### config.mk
export PLATFORM = sky130hd
export DESIGN_NAME = smms_supervisor
export DESIGN_NICKNAME = d
export VERILOG_FILES = /design/src/rtl/smms_pkg.sv /design/src/rtl/smms_button.sv /design/src/rtl/smms_indicators.sv /design/src/rtl/smms_supervisor.sv
export SDC_FILE = /design/constraint.sdc
export NUM_CORES = 1
export LEC_CHECK = 0
export BUFFER_PORTS_ARGS = -buffer_cell sky130_fd_sc_hd__buf_2
export CORE_MARGIN = 5
export CORE_UTILIZATION = 35
export CTS_CLUSTER_SIZE = 14
export DETAILED_ROUTE_END_ITERATION = 12
export PLACE_DENSITY = 0.57
export SYNTH_ARGS = -nofsm -noshare
export SYNTH_HDL_FRONTEND = slang
export SYNTH_SLANG_ARGS = --single-unit
### constraint.sdc
create_clock -name clk -period 1.66 [get_ports clk]
set_input_delay 0.249 -clock clk [delete_from_list [all_inputs] [get_ports clk]]
set_output_delay 0.249 -clock clk [all_outputs]
set_load 0.005 [all_outputs]
### src/rtl/smms_pkg.sv
/*
 * package for the safety mode supervisor: register map, field positions,
 * reset values, press timing and operating-mode encoding.
 * assumes a 100 MHz clock and an apb slave with 32-bit data.
 */
package smms_pkg;
    localparam int CLK_HZ = 100_000_000;
    localparam int SHORT_PRESS_MS = 3000;
    localparam int LONG_PRESS_MS = 15000;
    localparam int DEBOUNCE_US = 10000;
    localparam int SHORT_PRESS_CYC_DEF = SHORT_PRESS_MS * (CLK_HZ / 1000);
    localparam int LONG_PRESS_CYC_DEF = LONG_PRESS_MS * (CLK_HZ / 1000);
    localparam int DEBOUNCE_CYC_DEF = DEBOUNCE_US * (CLK_HZ / 1_000_000);
    localparam int RESTART_SAFE_CYC = 16;
    localparam int CNT_W = 32;

    localparam int NUM_IN = 20;
    localparam int NUM_OUT = 4;

    localparam logic [7:0] ADDR_CTRL = 8'h00;
    localparam logic [7:0] ADDR_STATUS = 8'h04;
    localparam logic [7:0] ADDR_ERR = 8'h08;
    localparam logic [7:0] ADDR_ERR_CAUSE = 8'h0C;
    localparam logic [7:0] ADDR_OUT_REQ = 8'h10;

    // ctrl fields
    localparam int CTRL_DL_START = 0;
    localparam int CTRL_DL_DONE = 1;
    localparam int CTRL_ERR_LONG = 2;
    localparam int CTRL_RUN_EN = 3;
    localparam logic [31:0] CTRL_RESET = 32'h0000_0000;

    // status fields
    localparam int ST_MODE_LSB = 0;
    localparam int ST_STICK = 3;
    localparam int ST_USB = 4;
    localparam int ST_PENDING = 5;
    localparam int ST_DL_REFUSED = 6;
    localparam int ST_STORE_REQ = 7;
    localparam int ST_SWAP = 8;
    localparam int ST_RESTARTS_LSB = 16;

    localparam logic [7:0] ERR_RESET = 8'h00;
    localparam logic [3:0] OUT_REQ_RESET = 4'h0;

    typedef enum logic [2:0] {
        SMMS_INIT = 3'b000,
        SMMS_RUN = 3'b001,
        SMMS_STD = 3'b011,
        SMMS_HALT = 3'b010,
        SMMS_SWAP = 3'b110,
        SMMS_SAFE = 3'b111
    } smms_mode_t;
endpackage

### src/rtl/smms_button.sv
/*
 * acknowledge button conditioner: debounce, then measure the hold time.
 * assumes button_n is synchronous to clk and low while pressed.
 */
module smms_button #(
    parameter int DEBOUNCE_CYC = smms_pkg::DEBOUNCE_CYC_DEF,
    parameter int SHORT_CYC = smms_pkg::SHORT_PRESS_CYC_DEF,
    parameter int LONG_CYC = smms_pkg::LONG_PRESS_CYC_DEF
) (
    // clock and reset
    input wire logic clk,
    input wire logic reset_n,
    // raw button
    input wire logic button_n,
    // conditioned results
    output logic held,
    output logic short_rel,
    output logic long_hit
);
    import smms_pkg::*;

    logic [CNT_W-1:0] deb_q;
    logic [CNT_W-1:0] hold_q;
    logic long_done_q;

    // the level must stay different for a full debounce window before it is taken
    always_ff @(posedge clk or negedge reset_n) begin
        if (!reset_n) begin
            deb_q <= '0;
            held <= 1'b0;
        end else if (held == button_n) begin
            if (deb_q >= CNT_W'(DEBOUNCE_CYC - 1)) begin
                deb_q <= '0;
                held <= !button_n;
            end else begin
                deb_q <= deb_q + 1'b1;
            end
        end else begin
            deb_q <= '0;
        end
    end

    // hold counter saturates so a stuck button cannot wrap into a short press
    always_ff @(posedge clk or negedge reset_n) begin
        if (!reset_n) begin
            hold_q <= '0;
            long_done_q <= 1'b0;
            long_hit <= 1'b0;
            short_rel <= 1'b0;
        end else begin
            long_hit <= 1'b0;
            short_rel <= 1'b0;
            if (held) begin
                if (hold_q != '1) begin
                    hold_q <= hold_q + 1'b1;
                end
                if (hold_q == CNT_W'(LONG_CYC - 1) && !long_done_q) begin
                    long_hit <= 1'b1;
                    long_done_q <= 1'b1;
                end
            end else begin
                if (hold_q != '0 && hold_q < CNT_W'(LONG_CYC)) begin
                    short_rel <= 1'b1;
                end
                hold_q <= '0;
                long_done_q <= 1'b0;
            end
        end
    end
endmodule // smms_button

### src/rtl/smms_indicators.sv
/*
 * indicator drivers: diagnostic leds and per-terminal status leds.
 * assumes terminal levels are synchronous to clk.
 */
module smms_indicators (
    // clock and reset
    input wire logic clk,
    input wire logic reset_n,
    // sources
    input wire logic supply_ok,
    input wire logic ext_variant,
    input wire logic ext_present,
    input wire logic ext_activity,
    input wire logic error_any,
    input wire logic setup_state,
    input wire logic link_activity,
    input wire logic [smms_pkg::NUM_IN-1:0] in_terminal,
    input wire logic [smms_pkg::NUM_OUT-1:0] out_terminal,
    // leds
    output logic supply_indicator,
    output logic bus_indicator,
    output logic error_indicator,
    output logic setup_indicator,
    output logic [smms_pkg::NUM_IN-1:0] in_led,
    output logic [smms_pkg::NUM_OUT-1:0] out_led
);
    import smms_pkg::*;

    always_ff @(posedge clk or negedge reset_n) begin
        if (!reset_n) begin
            supply_indicator <= 1'b0;
            bus_indicator <= 1'b0;
            error_indicator <= 1'b0;
            setup_indicator <= 1'b0;
        end else begin
            supply_indicator <= supply_ok;
            bus_indicator <= ext_variant && ext_present && ext_activity;
            error_indicator <= error_any;
            // activity inverts the steady setup state for a cycle
            setup_indicator <= setup_state ^ link_activity;
        end
    end

    // leds follow the pins, never the process image
    // split per kind so each led bit has exactly one process behind it
    for (genvar i = 0; i < NUM_IN + NUM_OUT; i++) begin : g_led
        if (i < NUM_IN) begin : g_in
            always_ff @(posedge clk or negedge reset_n) begin
                if (!reset_n) begin
                    in_led[i] <= 1'b0;
                end else begin
                    in_led[i] <= in_terminal[i];
                end
            end
        end else begin : g_out
            always_ff @(posedge clk or negedge reset_n) begin
                if (!reset_n) begin
                    out_led[i - NUM_IN] <= 1'b0;
                end else begin
                    out_led[i - NUM_IN] <= out_terminal[i - NUM_IN];
                end
            end
        end
    end
endmodule // smms_indicators

### src/rtl/smms_supervisor.sv
/*
 * safety module mode supervisor: operating mode, configuration acceptance,
 * error clearing, warm restart, memory module presence and the apb registers.
 * assumes all inputs synchronous to clk; the apb master follows the
 * usual setup/access sequence.
 */
// Added by the designer: the APB register port and the placing of the registers.
module smms_supervisor #(
    parameter int DEBOUNCE_CYC = smms_pkg::DEBOUNCE_CYC_DEF,
    parameter int SHORT_CYC = smms_pkg::SHORT_PRESS_CYC_DEF,
    parameter int LONG_CYC = smms_pkg::LONG_PRESS_CYC_DEF
) (
    // clock and reset
    input wire logic clk,
    input wire logic reset_n,
    // apb slave
    input wire logic psel,
    input wire logic penable,
    input wire logic pwrite,
    input wire logic [7:0] paddr,
    input wire logic [31:0] pwdata,
    output logic [31:0] prdata,
    output logic pready,
    output logic pslverr,
    // board and operator
    input wire logic button_n,
    input wire logic usb_attached,
    input wire logic usb_activity,
    input wire logic stick_present,
    input wire logic stick_has_config,
    input wire logic supply_ok,
    input wire logic ext_variant,
    input wire logic ext_present,
    input wire logic ext_activity,
    input wire logic [smms_pkg::NUM_IN-1:0] in_terminal,
    input wire logic [smms_pkg::NUM_OUT-1:0] out_terminal,
    // outputs and leds
    output logic [smms_pkg::NUM_OUT-1:0] out_enable,
    output logic functions_run,
    output logic std_mode,
    output logic supply_indicator,
    output logic bus_indicator,
    output logic error_indicator,
    output logic setup_indicator,
    output logic [smms_pkg::NUM_IN-1:0] in_led,
    output logic [smms_pkg::NUM_OUT-1:0] out_led
);
    import smms_pkg::*;

    logic held;
    logic short_rel;
    logic long_hit;
    smms_mode_t mode_q;
    logic [31:0] ctrl_q;
    logic [7:0] err_q;
    logic [7:0] err_cause_q;
    logic [3:0] out_req_q;
    logic pending_q;
    logic dl_busy_q;
    logic dl_refused_q;
    logic store_req_q;
    logic swap_q;
    logic stick_err_q;
    logic [7:0] restarts_q;
    logic [4:0] safe_cnt_q;
    logic stick_seen_q;
    logic activity_q;
    logic acc;
    logic wr;
    logic ctl_wr;
    logic dl_start;
    logic dl_done;

    smms_button #(
        .DEBOUNCE_CYC(DEBOUNCE_CYC),
        .SHORT_CYC(SHORT_CYC),
        .LONG_CYC(LONG_CYC)
    ) u_button (
        .clk(clk),
        .reset_n(reset_n),
        .button_n(button_n),
        .held(held),
        .short_rel(short_rel),
        .long_hit(long_hit)
    );

    smms_indicators u_ind (
        .clk(clk),
        .reset_n(reset_n),
        .supply_ok(supply_ok),
        .ext_variant(ext_variant),
        .ext_present(ext_present),
        .ext_activity(ext_activity),
        .error_any(err_q != '0 || stick_err_q),
        .setup_state(!pending_q && mode_q != SMMS_INIT),
        .link_activity(activity_q),
        .in_terminal(in_terminal),
        .out_terminal(out_terminal),
        .supply_indicator(supply_indicator),
        .bus_indicator(bus_indicator),
        .error_indicator(error_indicator),
        .setup_indicator(setup_indicator),
        .in_led(in_led),
        .out_led(out_led)
    );

    // apb: one wait-free access phase, every access answered
    assign acc = psel && penable;
    assign wr = acc && pwrite;
    assign ctl_wr = wr && paddr == ADDR_CTRL;
    assign dl_start = ctl_wr && pwdata[CTRL_DL_START];
    assign dl_done = ctl_wr && pwdata[CTRL_DL_DONE];

    always_ff @(posedge clk or negedge reset_n) begin
        if (!reset_n) begin
            pready <= 1'b0;
            pslverr <= 1'b0;
            prdata <= 32'h0000_0000;
        end else begin
            pready <= psel && !penable;
            pslverr <= 1'b0;
            prdata <= 32'h0000_0000;
            if (psel && !penable) begin
                unique case (paddr)
                    ADDR_CTRL: prdata <= ctrl_q;
                    ADDR_STATUS: prdata <= {8'h00, restarts_q, 7'h00, swap_q, store_req_q,
                        dl_refused_q, pending_q, usb_attached, stick_present, mode_q};
                    ADDR_ERR: prdata <= {24'h00_0000, err_q};
                    ADDR_ERR_CAUSE: prdata <= {24'h00_0000, err_cause_q};
                    ADDR_OUT_REQ: prdata <= {28'h000_0000, out_req_q};
                    default: pslverr <= 1'b1;
                endcase
            end
        end
    end

    // control/request registers written by the usb side of the firmware
    always_ff @(posedge clk or negedge reset_n) begin
        if (!reset_n) begin
            ctrl_q <= CTRL_RESET;
            err_cause_q <= ERR_RESET;
            out_req_q <= OUT_REQ_RESET;
        end else if (wr) begin
            if (paddr == ADDR_CTRL) begin
                ctrl_q <= pwdata & 32'h0000_000C;
            end
            if (paddr == ADDR_ERR_CAUSE) begin
                err_cause_q <= pwdata[7:0];
            end
            if (paddr == ADDR_OUT_REQ) begin
                out_req_q <= pwdata[3:0];
            end
        end
    end

    // configuration download handshake
    always_ff @(posedge clk or negedge reset_n) begin
        if (!reset_n) begin
            dl_busy_q <= 1'b0;
            dl_refused_q <= 1'b0;
            pending_q <= 1'b0;
            store_req_q <= 1'b0;
        end else begin
            if (dl_start) begin
                dl_refused_q <= !stick_present;
                dl_busy_q <= stick_present;
            end else if (dl_done && dl_busy_q) begin
                dl_busy_q <= 1'b0;
                pending_q <= 1'b1;
                store_req_q <= 1'b1;
            end else if (!stick_present) begin
                dl_busy_q <= 1'b0;
            end
            if (short_rel && pending_q && !dl_busy_q) begin
                pending_q <= 1'b0;
                store_req_q <= 1'b0;
            end
        end
    end

    // errors: hardware set wins over button clear; restart keeps live causes
    always_ff @(posedge clk or negedge reset_n) begin
        if (!reset_n) begin
            err_q <= ERR_RESET;
        end else begin
            if (mode_q == SMMS_SAFE && safe_cnt_q == 5'd0) begin
                err_q <= err_cause_q;
            end else if (short_rel && !pending_q && !ctrl_q[CTRL_ERR_LONG]) begin
                err_q <= err_cause_q;
            end else if (long_hit && ctrl_q[CTRL_ERR_LONG]) begin
                err_q <= err_cause_q;
            end else begin
                err_q <= err_q | err_cause_q;
            end
        end
    end

    // a missing module is an error unless the swap procedure is running
    always_ff @(posedge clk or negedge reset_n) begin
        if (!reset_n) begin
            stick_err_q <= 1'b0;
            swap_q <= 1'b0;
            stick_seen_q <= 1'b0;
        end else begin
            stick_seen_q <= stick_present;
            if (stick_seen_q && !stick_present) begin
                swap_q <= held;
            end else if (stick_present && !held) begin
                swap_q <= 1'b0;
            end
            if (!stick_present) begin
                stick_err_q <= !(swap_q || (stick_seen_q && held));
            end else if (!swap_q) begin
                stick_err_q <= stick_err_q && mode_q == SMMS_HALT;
            end else begin
                stick_err_q <= 1'b0;
            end
        end
    end

    // operating mode
    always_ff @(posedge clk or negedge reset_n) begin
        if (!reset_n) begin
            mode_q <= SMMS_INIT;
            safe_cnt_q <= 5'd0;
            restarts_q <= 8'h00;
        end else begin
            if (long_hit) begin
                mode_q <= SMMS_SAFE;
                safe_cnt_q <= 5'(RESTART_SAFE_CYC - 1);
                restarts_q <= restarts_q + 8'h01;
            end else begin
                unique case (mode_q)
                    SMMS_INIT: begin
                        if (!stick_present) mode_q <= SMMS_HALT;
                        else if (usb_attached) mode_q <= SMMS_STD;
                        else if (stick_has_config && ctrl_q[CTRL_RUN_EN])
                            mode_q <= SMMS_RUN;
                    end
                    SMMS_RUN: begin
                        if (!stick_present) mode_q <= held ? SMMS_SWAP : SMMS_HALT;
                        else if (usb_attached) mode_q <= SMMS_STD;
                    end
                    SMMS_STD: begin
                        if (!stick_present) mode_q <= SMMS_HALT;
                        else if (!usb_attached) mode_q <= SMMS_INIT;
                    end
                    SMMS_HALT: begin
                        if (swap_q && stick_present) mode_q <= SMMS_INIT;
                    end
                    SMMS_SWAP: begin
                        if (stick_present && !held) mode_q <= SMMS_INIT;
                    end
                    SMMS_SAFE: begin
                        if (safe_cnt_q == 5'd0) mode_q <= SMMS_INIT;
                        else safe_cnt_q <= safe_cnt_q - 5'd1;
                    end
                    default: mode_q <= SMMS_SAFE;
                endcase
            end
        end
    end

    // outputs only energise in a running mode with a module present
    always_ff @(posedge clk or negedge reset_n) begin
        if (!reset_n) begin
            out_enable <= '0;
            functions_run <= 1'b0;
            std_mode <= 1'b0;
            activity_q <= 1'b0;
        end else begin
            functions_run <= (mode_q == SMMS_RUN || mode_q == SMMS_STD) && stick_present;
            std_mode <= mode_q == SMMS_STD;
            activity_q <= usb_activity || dl_busy_q;
            if ((mode_q == SMMS_RUN || mode_q == SMMS_STD) && stick_present && !pending_q)
                out_enable <= out_req_q;
            else
                out_enable <= '0;
        end
    end
endmodule // smms_supervisor

==> Word level (Yosys, flattened, before mapping) <==
Cells that the tools add are included.
{ "totals": {"ram_bits": 0, "rom_bits": 0, "register_bits": 181, "latchBits": 0, "mem_count": 0, "elab_cells": 185} }
{ "classes": {"bitwise_logic": 2, "n_lt_le_gt_ge": 2, "add_sub_neg": 4, "n_reduce_logical": 56, "shift": 0, "n_eq_ne": 23, "mul": 0, "n_mux": 44, "n_div": 0} }
{ "ops": {"columns": ["operator", "count"], "rows": [
  ["two-way mux 32 bit", 5],
  ["case mux 24 bit (5 select lines)", 1],
  ["adder 32 x 1 -> 32 bit (second input constant)", 2],
  ["two-way mux 3 bit", 12],
  ["== test 32 x 31 -> 1 bit (second input constant)", 1],
  ["greater-or-equal comparator 32 x 20 -> 1 bit (second input constant)", 1],
  ["less-than comparator 32 x 31 -> 1 bit (second input constant)", 1],
  ["inequality test 32 bit (second input constant)", 1],
  ["nonzero test 32 bit", 1],
  ["logical AND 1 bit", 26],
  ["two-way mux 8 bit", 3],
  ["two-way mux 1 bit", 18],
  ["case mux 3 bit (6 select lines)", 1],
  ["== test 8 x 4 -> 1 bit (second input constant)", 2],
  ["two-way mux 5 bit", 3],
  ["AND reduction 2 bit", 6],
  ["zero test 1 bit", 9],
  ["inequality test 3 x 1 -> 1 bit (second input constant)", 3],
  ["adder 8 x 1 -> 8 bit (second input constant)", 1],
  ["== test 8 x 3 -> 1 bit (second input constant)", 1],
  ["== test 8 x 5 -> 1 bit (second input constant)", 1],
  ["zero test 8 bit", 1],
  ["inequality test 4 x 3 -> 1 bit (second input constant)", 2],
  ["OR 8 bit", 1],
  ["19 further kinds", 28]
]} }

==> Longest topological paths before layout <==
Gate-level depths: netlist of run 1.
{ "logic_depth": {"word_depth": 8, "mapped_depth": 8, "depth_no_buf": 7} }

==> Cells and area by module <==
A second synthesis of run 1 with hierarchy kept.
{ "unflattened": {"hier_cells": 647, "hier_area_um2": 7226.9} }
{ "by_module_without_submodules": {"columns": ["module", "cells_each", "area_each_um2", "n_inst"], "rows": [
  ["smms_button", 345, 3344.5, 1],
  ["smms_supervisor", 272, 3166.8, 1],
  ["smms_indicators", 30, 715.7, 1]
]} }

==> Worst setup path before layout of run 1 <==
No wires, ideal clock.
{ "synth_timing": {"kind": "input -> register", "startpoint": "input paddr[1]", "endpoint": "register err_cause_q[0]", "cell_stages": 6, "setup_slack_ps": -302, "path_buffers": 1, "arrival_time_ps": 1837, "setup_ps": 125, "path_cell_list": "or4_4 > nor3_4 > and3_4 > and4_4 > buf_12 > mux2_4"} }
{ "synth_between": {"elab_chain_len": 2} }
{ "synth_rtl": {"columns": ["element", "line_no", "text"], "rows": [
  ["start: declaration", "smms_supervisor.sv:20", "input wire logic [7:0] paddr,"],
  ["== test 8 x 4 -> 1 bit", "smms_supervisor.sv:147", "if (paddr == ADDR_ERR_CAUSE) begin"],
  ["AND reduction 2 bit (no source line)", null, null],
  ["end signal: assignment", "smms_supervisor.sv:148", "err_cause_q <= pwdata[7:0];"],
  ["end: declaration", "smms_supervisor.sv:56", "logic [7:0] err_cause_q;"]
]} }
No other way between the ends.
A chain may end at the register's enable or synchronous reset.

==> Final worst setup path of run 1 <==
{ "layout_timing": {"startpoint": "register u_button.hold_q[1]", "endpoint": "register u_button.hold_q[21]"} }
{ "layout_between": {"elab_chain_len": 3, "elab_cells_between_ends": 5, "classes_between": "add/sub: 1; eq/ne: 2; mux: 2"} }
{ "layout_rtl": {"columns": ["element", "line_no", "text"], "rows": [
  ["start: declaration", "smms_button.sv:23", "logic [CNT_W-1:0] hold_q;"],
  ["start signal: assignment", "smms_button.sv:55", "hold_q <= hold_q + 1'b1;"],
  ["adder 32 x 1 -> 32 bit", "smms_button.sv:55", null],
  ["two-way mux 32 bit", "smms_button.sv:54", "if (hold_q != '1) begin"],
  ["two-way mux 32 bit", "smms_button.sv:53", "if (held) begin"]
]} }
Parallel ways exist; a longest one is shown, timed or not. The select of a mux whose other input is x is not followed.

==> results of run 1 <==
[path summary, 6_finish.rpt]
kind	slack, ns	cells after the start	endpoint	from
setup / recovery	-0.08	7	u_button.hold_q[21]	u_button.hold_q[1]
hold / removal	0.05	2	u_ind.bus_indicator	ext_present
setup reg to reg	-0.08	7	u_button.hold_q[21]	u_button.hold_q[1]
hold reg to reg	0.43	1	u_button.long_hit	u_button.long_done_q
max in group asynchronous	0.66	3	u_button.hold_q[25]	reset_n
min in group asynchronous	0.30	2	u_ind.in_led[2]	reset_n
[power by group through the flow]
stage	clock network (mW)	logic, mW	registers (mW)
finish	4.28	0.954	4.31
global route	4.57	1.07	4.33
CTS	4.37	0.923	4.30
detailed placement	0	0.833	4.38
global placement	0	0.827	4.38
floorplan	0	0.442	4.36
[stage by stage]
| step | utilization | TNS (ns) | instance area, µm² | setup slack (ns) |
|---|---|---|---|---|
| 2_1_floorplan | - | -3.704 | 7495 | -0.3012 |
| 3_3_place_gp | 0.4384 | -7.965 | 8957 | -0.4000 |
| 3_5_place_dp | 0.4384 | -8.462 | 8957 | -0.4228 |
| 4_1_cts | 0.4905 | -0.5595 | 10020 | -0.06501 |
| 5_1_grt | 0.5042 | -4.474 | 10300 | -0.1753 |
| 6_report | 0.5042 | -0.8930 | 10300 | -0.07548 |
[layer usage]
metal / vias to the layer above / wire, µm / track usage
li1: 2831 / - / -
met1: 2752 / 7873 / 0.1980
met2: 121 / 8329 / 0.2363
met3: 17 / 712 / 0.02906
met4: 0 / 214 / 0.04500
met5: - / 0 / 0
[layout make-up]
| class | instances | area [µm²] | share of cell area |
|---|---|---|---|
| Clock inverter | 14 | 211.5 | 0.02053 |
| Tap cell | 270 | 337.8 | 0.03280 |
| Inverter | 11 | 41.29 | 0.004009 |
| Sequential cell | 166 | 4160 | 0.4039 |
| Clock buffer | 18 | 439.2 | 0.04264 |
| Timing Repair Buffer | 256 | 1794 | 0.1742 |
| Multi-Input combinational cell | 469 | 3316 | 0.3219 |
[sequential cells by signal (all words and copies together), names as in the netlist, 5 cells and up]
register and cells:
prdata 17, u_ind.in_led 20, u_button.deb_q 32, u_button.hold_q 32, err_q 8, restarts_q 8, safe_cnt_q 5, err_cause_q 8
[cells in the mapped netlist, drive strengths merged, types with 5 or more instances]
library cell  count  area share
o21ai            15       0.010
nor2             67       0.034
and4              9       0.011
or3               9      0.0077
buf              25       0.026
nand4            22       0.019
mux2             21       0.036
nor4             17       0.020
nor3             10      0.0099
xor2             21       0.025
nand2b           10      0.0086
inv              10      0.0051
a21oi            29       0.020
a31oi             5      0.0043
and2              9      0.0079
nand3            27       0.018
clkbuf           16      0.0082
nand2            55       0.028
dfrtp           166        0.57
ha                6       0.010
xnor2            25       0.030
a21o              8      0.0082
mux2i             5      0.0068
and3             22       0.020
[cells by family after synthesis]
family | after synthesis | share of synthesized area
AO/OA/AOI/OAI | 89 | 0.07874
XOR/XNOR | 46 | 0.05512
adder cells (fa/ha/maj) | 6 | 0.01027
buffers and inverters | 52 | 0.03971
flip-flops | 166 | 0.5683
multiplexers | 26 | 0.04331
other | 1 | 0.0005130
AND/OR/NAND/NOR | 275 | 0.2040
[what timing repair did]
item,CTS,global route
gates cloned,1,0
pin swaps,18,35
endpoints found under the hold margin,64,0
setup buffers,7,7
setup endpoints to repair,41,73
hold buffers,26,0
gates resized for setup,29,58
[layout by cell type (no fill, tap or decap), types with 7 or more instances in the layout]
cell,netlist,layout
sky130_fd_sc_hd__and2_1,7,7
sky130_fd_sc_hd__dfrtp_1,166,161
sky130_fd_sc_hd__nor2_2,0,9
sky130_fd_sc_hd__buf_6,1,10
sky130_fd_sc_hd__mux2_2,13,9
sky130_fd_sc_hd__clkbuf_16,0,17
sky130_fd_sc_hd__nor2_1,67,53
sky130_fd_sc_hd__or3_1,9,8
sky130_fd_sc_hd__dlygate4sd3_1,0,26
sky130_fd_sc_hd__nand2b_1,10,10
sky130_fd_sc_hd__xnor2_1,25,25
sky130_fd_sc_hd__nand4_1,22,22
sky130_fd_sc_hd__nand3_1,27,23
sky130_fd_sc_hd__a21oi_1,29,22
sky130_fd_sc_hd__nor4_1,14,11
sky130_fd_sc_hd__conb_1,1,27
sky130_fd_sc_hd__nand2_1,55,48
sky130_fd_sc_hd__buf_4,17,112
sky130_fd_sc_hd__a21o_1,8,8
sky130_fd_sc_hd__and3_1,21,21
sky130_fd_sc_hd__o21ai_0,15,9
sky130_fd_sc_hd__inv_1,10,8
sky130_fd_sc_hd__mux2_4,8,12
sky130_fd_sc_hd__buf_2,6,105
sky130_fd_sc_hd__xor2_1,21,21
==> impl_results.md, run 1 <==
- Status: complete, but fails checks
- Failing checks: negative setup slack
- Wire length of the first global-routing pass: 28.57 mm
- CP arrival: 2.03 ns
- P_sw: 2.400 mW
- Post-route minimum period: 1.735 ns
- Endpoints failing setup: 18
- IR Drop Worst-Case VDD: 0.5620 mV
- Starting density of the core: 0.3578
- Number of I/O pins: 146
- Leakage power: 4.982 nW
- Final HPWL from detailed placement: 12.12 mm
- Sequential-to-total area share from yosys stat: 0.5683
- Startpoint class of the critical path: flop
- Classification of the worst-slack hold path: in2reg
- Clock group share of total power: 0.448
- Most used DFF post-synth: sky130_fd_sc_hd__dfrtp_1
- Number of buffers added by the clock tree synthesis step: 17
- Root Buffer: sky130_fd_sc_hd__clkbuf_16
- Share of layout cells above drive strength 1: 0.3865
- Sw Share: 0.2517
- Number of global-route vias before repair: 5694
- Fin. Hold Viols: 0
- Antenna Nets Post-Route: 0
- Num Clock Sinks: 166
- Type of element capturing the critical path: flop
- Setup repair after global routing missed its margin: true
- Delay of the slowest cell on the worst path: 0.39 ns
- Number of vias per cell: between 4 and 5
- Violation count after the first detailed-routing iteration: 265
- Seq cells post-synth: 166
- Share of the clock period used by the worst path: 1.045
- All-layer global routing usage: 0.1456
- Mean instance size in the synthesized netlist: roughly 11 µm²
- Total power: 9.535 mW
- Async set-reset flop share out of synthesis: 1.000
- Final cell count without fillers: approximately 1200
- Number of levels in the clock H-tree: 4
- Die Y: 154.5 µm
- Power density over the cells: 925.8 nW/µm²
- WP buf/inv: 2
- Die outline area: 23870 µm²
- Worst Path Max Fanout: 4
- Initial antenna violation count: 0
- Count of mapped cells out of synthesis: about 660
- Ordered cell list for the critical path: ha_2, nand4_1, buf_6, nor4_4, buf_4, or3_1, a21oi_1
- Clock tree from TritonCTS: yes
- Maximum buffer depth of the clock tree: 2
- Number of violations of the max-capacitance limit: 0
- Count of pins over their slew limit: 0
- Chip width: roughly 150 µm
- DRC violations left: 0
- Final global-route overflow total: 0
- Family of cells with the greatest summed delay on the critical path: simple AND/OR/NAND/NOR gates
- Initial DRT Pass Iterations: 5
- Gate power share: 0.100
- Reg clk slew, reported paths: 0.07 ns
- Final WL: 17.13 mm
- Insertion delay of the later-clocked pin in the worst-skew pair: 0.42 ns
- Maximum clock rate: between 500 and 600 MHz
- Final nets: 1005
- Largest clock skew in the final design: approximately 0.010 ns
- Largest net degree at the start of global routing: 54
- Final Hold Slack: 0.05221 ns
- Via total after detailed routing: 5721
- Placer Congestion: 0.8157
- Area of the core region: between 20000 and 25000 µm²
- Yosys synthesis warning count: 0
- Number of diodes added for antenna fixing: 0
- Layout fillers: around 1800
- Startpoint-to-endpoint class of the critical path: reg2reg
- Number of distinct library cells after synthesis: 64
- Number of input and output port buffers inserted: 106
- Cell total after placement: 1131
- EDFF count, synth: 0
- Final worst slack: -0.07548 ns
- Synth-to-Final Area Change: 40.91%
- Internal power: 7.135 mW
- Seq pwr share: 0.452
- Mean routed wirelength per cell: 14.23 µm
- Cell area after technology mapping: 7310 µm²
- Site Rows: 52
- Required time of the worst setup path: 1.96 ns
- Slowest cell on crit path: sky130_fd_sc_hd__dfrtp_1
Note: power is estimated with default switching activity, not from simulation.
==> inputs of run 2 (changes only) <==
==> constraint.sdc (replaced) <==
create_clock -name clk -period 1.66 [get_ports clk]
set_input_delay 0.166 -clock clk [delete_from_list [all_inputs] [get_ports clk]]
set_output_delay 0.166 -clock clk [all_outputs]
set_load 0.005 [all_outputs]
==> run 2 against run 1 <==
Effect of this change: the run still ends with negative setup slack left; clock-buffer cell count up 1; sequential power is essentially flat; first-iteration DRC count down 3.4%; non-clock buffer count up 13; combinational power rose by 7%; clock power rose by 1%; flip-flop and latch count unchanged; sequential share of layout area down 1.2 points; critical path type unchanged; critical endpoint is now u_button.hold_q[13]; largest power group is now the clock network.
==> impl_results.md, run 2 (synthesized netlist as in run 1, its figures left out) <==
- Number of diodes added for antenna fixing: 0
- Site Rows: 52
- Combined area of the multi-input logic cells: approximately 3500 µm²
- Largest net degree at the start of global routing: 48
- CP arrival: 2.10 ns
- IR Drop Worst-Case VDD: 0.5147 mV
- Layout fillers: between 1500 and 2000
- Status: complete, but fails checks
- Fin. Hold Viols: 0
- Startpoint-to-endpoint class of the critical path: reg2reg
- Clock tree from TritonCTS: yes
- Wire length of the first global-routing pass: 28.10 mm
- Classification of the worst-slack hold path: in2reg
- Root Buffer: sky130_fd_sc_hd__clkbuf_16
- Initial antenna violation count: 0
- Power density over the cells: 911.4 nW/µm²
- Cell total after placement: 1130
- Required time of the worst setup path: a little under 2 ns
- Mean routed wirelength per cell: around 15 µm
- Antenna Nets Post-Route: 0
- Reg clk slew, reported paths: 0.07 ns
- Final global-route overflow total: 0
- Final cell count without fillers: 1217
- Count of pins over their slew limit: 0
- Number of vias per cell: 4.807
- All-layer global routing usage: 0.1432
- Number of I/O pins: 146
- Insertion delay of the later-clocked pin in the worst-skew pair: between 0.4 and 0.5 ns
- Final worst slack: -0.1306 ns
- Setup repair after global routing missed its margin: true
- Final HPWL from detailed placement: 11.94 mm
- Synth-to-Final Area Change: 45.14%
- Num Clock Sinks: 166
- Area of the core region: 20430 µm²
- Leakage power: 5.059 nW
- Number of violations of the max-capacitance limit: 0
- Area taken by flip-flops and latches: 4160 µm²
- Final nets: 1018
- Most common cell after layout, fill and taps aside: sky130_fd_sc_hd__dfrtp_1
- Placer Congestion: 0.8154
- Maximum buffer depth of the clock tree: 2
- Number of buffers added by the clock tree synthesis step: 17
- Endpoints failing setup: 27
- Startpoint class of the critical path: flop
- Regs by FF count: u_button.deb_q: 32 flops, u_button.hold_q: 32 flops, u_ind.in_led: 20 flops
- Most frequent cells in the layout: sky130_fd_sc_hd__dfrtp_1 (161), sky130_fd_sc_hd__buf_4 (109), sky130_fd_sc_hd__buf_2 (105)
- Share of the clock period used by the worst path: 1.079
- Number of levels in the clock H-tree: 4
- Via total after detailed routing: 5850
- Chip width: roughly 150 µm
- DRC violations left: 0
- Worst Path Max Fanout: 5
- Type of element capturing the critical path: flop
- Initial DRT Pass Iterations: 4
- Die outline area: 23870 µm²
- Number of global-route vias before repair: between 5000 and 6000
- Final WL: 17.65 mm
- Number of input and output port buffers inserted: 106
- Largest clock skew in the final design: 0.009893 ns
- Violation count after the first detailed-routing iteration: between 200 and 300
- Post-route minimum period: 1.791 ns
- Failing checks: negative setup slack
- Total power: 9.669 mW
- Starting density of the core: 0.3578
- Die Y: around 150 µm
- Share of layout cells above drive strength 1: 0.3970
- Maximum clock rate: 558.5 MHz
==> run 2: cell count changes in the layout (fill, tap and decap cells not counted), moves of 3 or more <==
cell / previous run / this run
sky130_fd_sc_hd__nor2_1: 53 / 61
sky130_fd_sc_hd__nor2_2: 9 / 1
sky130_fd_sc_hd__nand3_2: 4 / 9
sky130_fd_sc_hd__dlygate4sd3_1: 26 / 34
sky130_fd_sc_hd__buf_6: 10 / 16
sky130_fd_sc_hd__xnor2_1: 25 / 21
sky130_fd_sc_hd__a21oi_1: 22 / 16
sky130_fd_sc_hd__nand3_1: 23 / 17
sky130_fd_sc_hd__buf_4: 112 / 109
sky130_fd_sc_hd__xnor2_2: 0 / 4
sky130_fd_sc_hd__a21oi_2: 6 / 10
==> run 2: path summary, 6_finish.rpt <==
kind                                      start                  end  slack [ns]  cells past startpoint
min                               stick_present         stick_seen_q        0.04                      2
min in group asynchronous               reset_n      u_ind.in_led[2]        0.21                      2
max in group asynchronous               reset_n   u_button.hold_q[2]        0.85                      3
max reg2reg                 u_button.hold_q[18]  u_button.hold_q[13]       -0.13                      7
max                         u_button.hold_q[18]  u_button.hold_q[13]       -0.13                      7
min reg2reg                u_button.long_done_q    u_button.long_hit        0.43                      1
==> run 2: stage by stage <==
stage / util / hold slack (ns) / cell area, µm² / worst slack [ns] / setup TNS [ns]
floorplan: - / -0.1296 / 7495 / -0.2182 / -2.381
global placement: 0.4393 / 0.09303 / 8975 / -0.3122 / -5.822
detailed placement: 0.4393 / 0.09176 / 8975 / -0.3300 / -5.915
CTS: 0.4953 / 0.01406 / 10120 / -0.07108 / -0.4490
global route: 0.5193 / 0.02492 / 10610 / -0.2042 / -3.947
finish: 0.5193 / 0.03810 / 10610 / -0.1306 / -1.471
==> run 2: report_power, final <==
part           internal (mW)  total [mW]  switching [mW]
Sequential              4.21        4.32           0.109
Combinational          0.489        1.02           0.527
Clock                   2.62        4.34            1.71
Total                   7.32        9.67            2.35
==> run 2: critical path, stage by stage, from the launching register on <==
cell and delay [ns]:
sky130_fd_sc_hd__dfrtp_1 0.35, sky130_fd_sc_hd__and4_4 0.25, sky130_fd_sc_hd__nand4_1 0.10, sky130_fd_sc_hd__buf_6 0.15, sky130_fd_sc_hd__nor4_4 0.43, sky130_fd_sc_hd__buf_4 0.22, sky130_fd_sc_hd__o311ai_1 0.09, sky130_fd_sc_hd__o41ai_1 0.08
==> run 2: routing by layer <==
layer,GRT usage,routed length (µm),vias up
met2,0.2321,8642,135
met3,0.03353,846,20
met5,0,0,-
li1,-,-,2838
met4,0.04542,281,0
met1,0.1912,7881,2857
==> run 2: cell type report <==
class,instances,area share
tap,270,0.03184
multi-input combinational,469,0.3259
inverter,11,0.003892
clock inverter,13,0.01981
sequential,166,0.3921
timing repair buffer,269,0.1847
clock buffer,19,0.04175
==> run 2: what timing repair did <==
item                                   in CTS  in global routing
setup buffers                               7                 15
hold buffers                               34                  0
endpoints found under the hold margin     134                  0
setup endpoints to repair                  33                 60
cloned                                      0                  1
pin swaps                                  11                 62
resized for setup                          31                 82
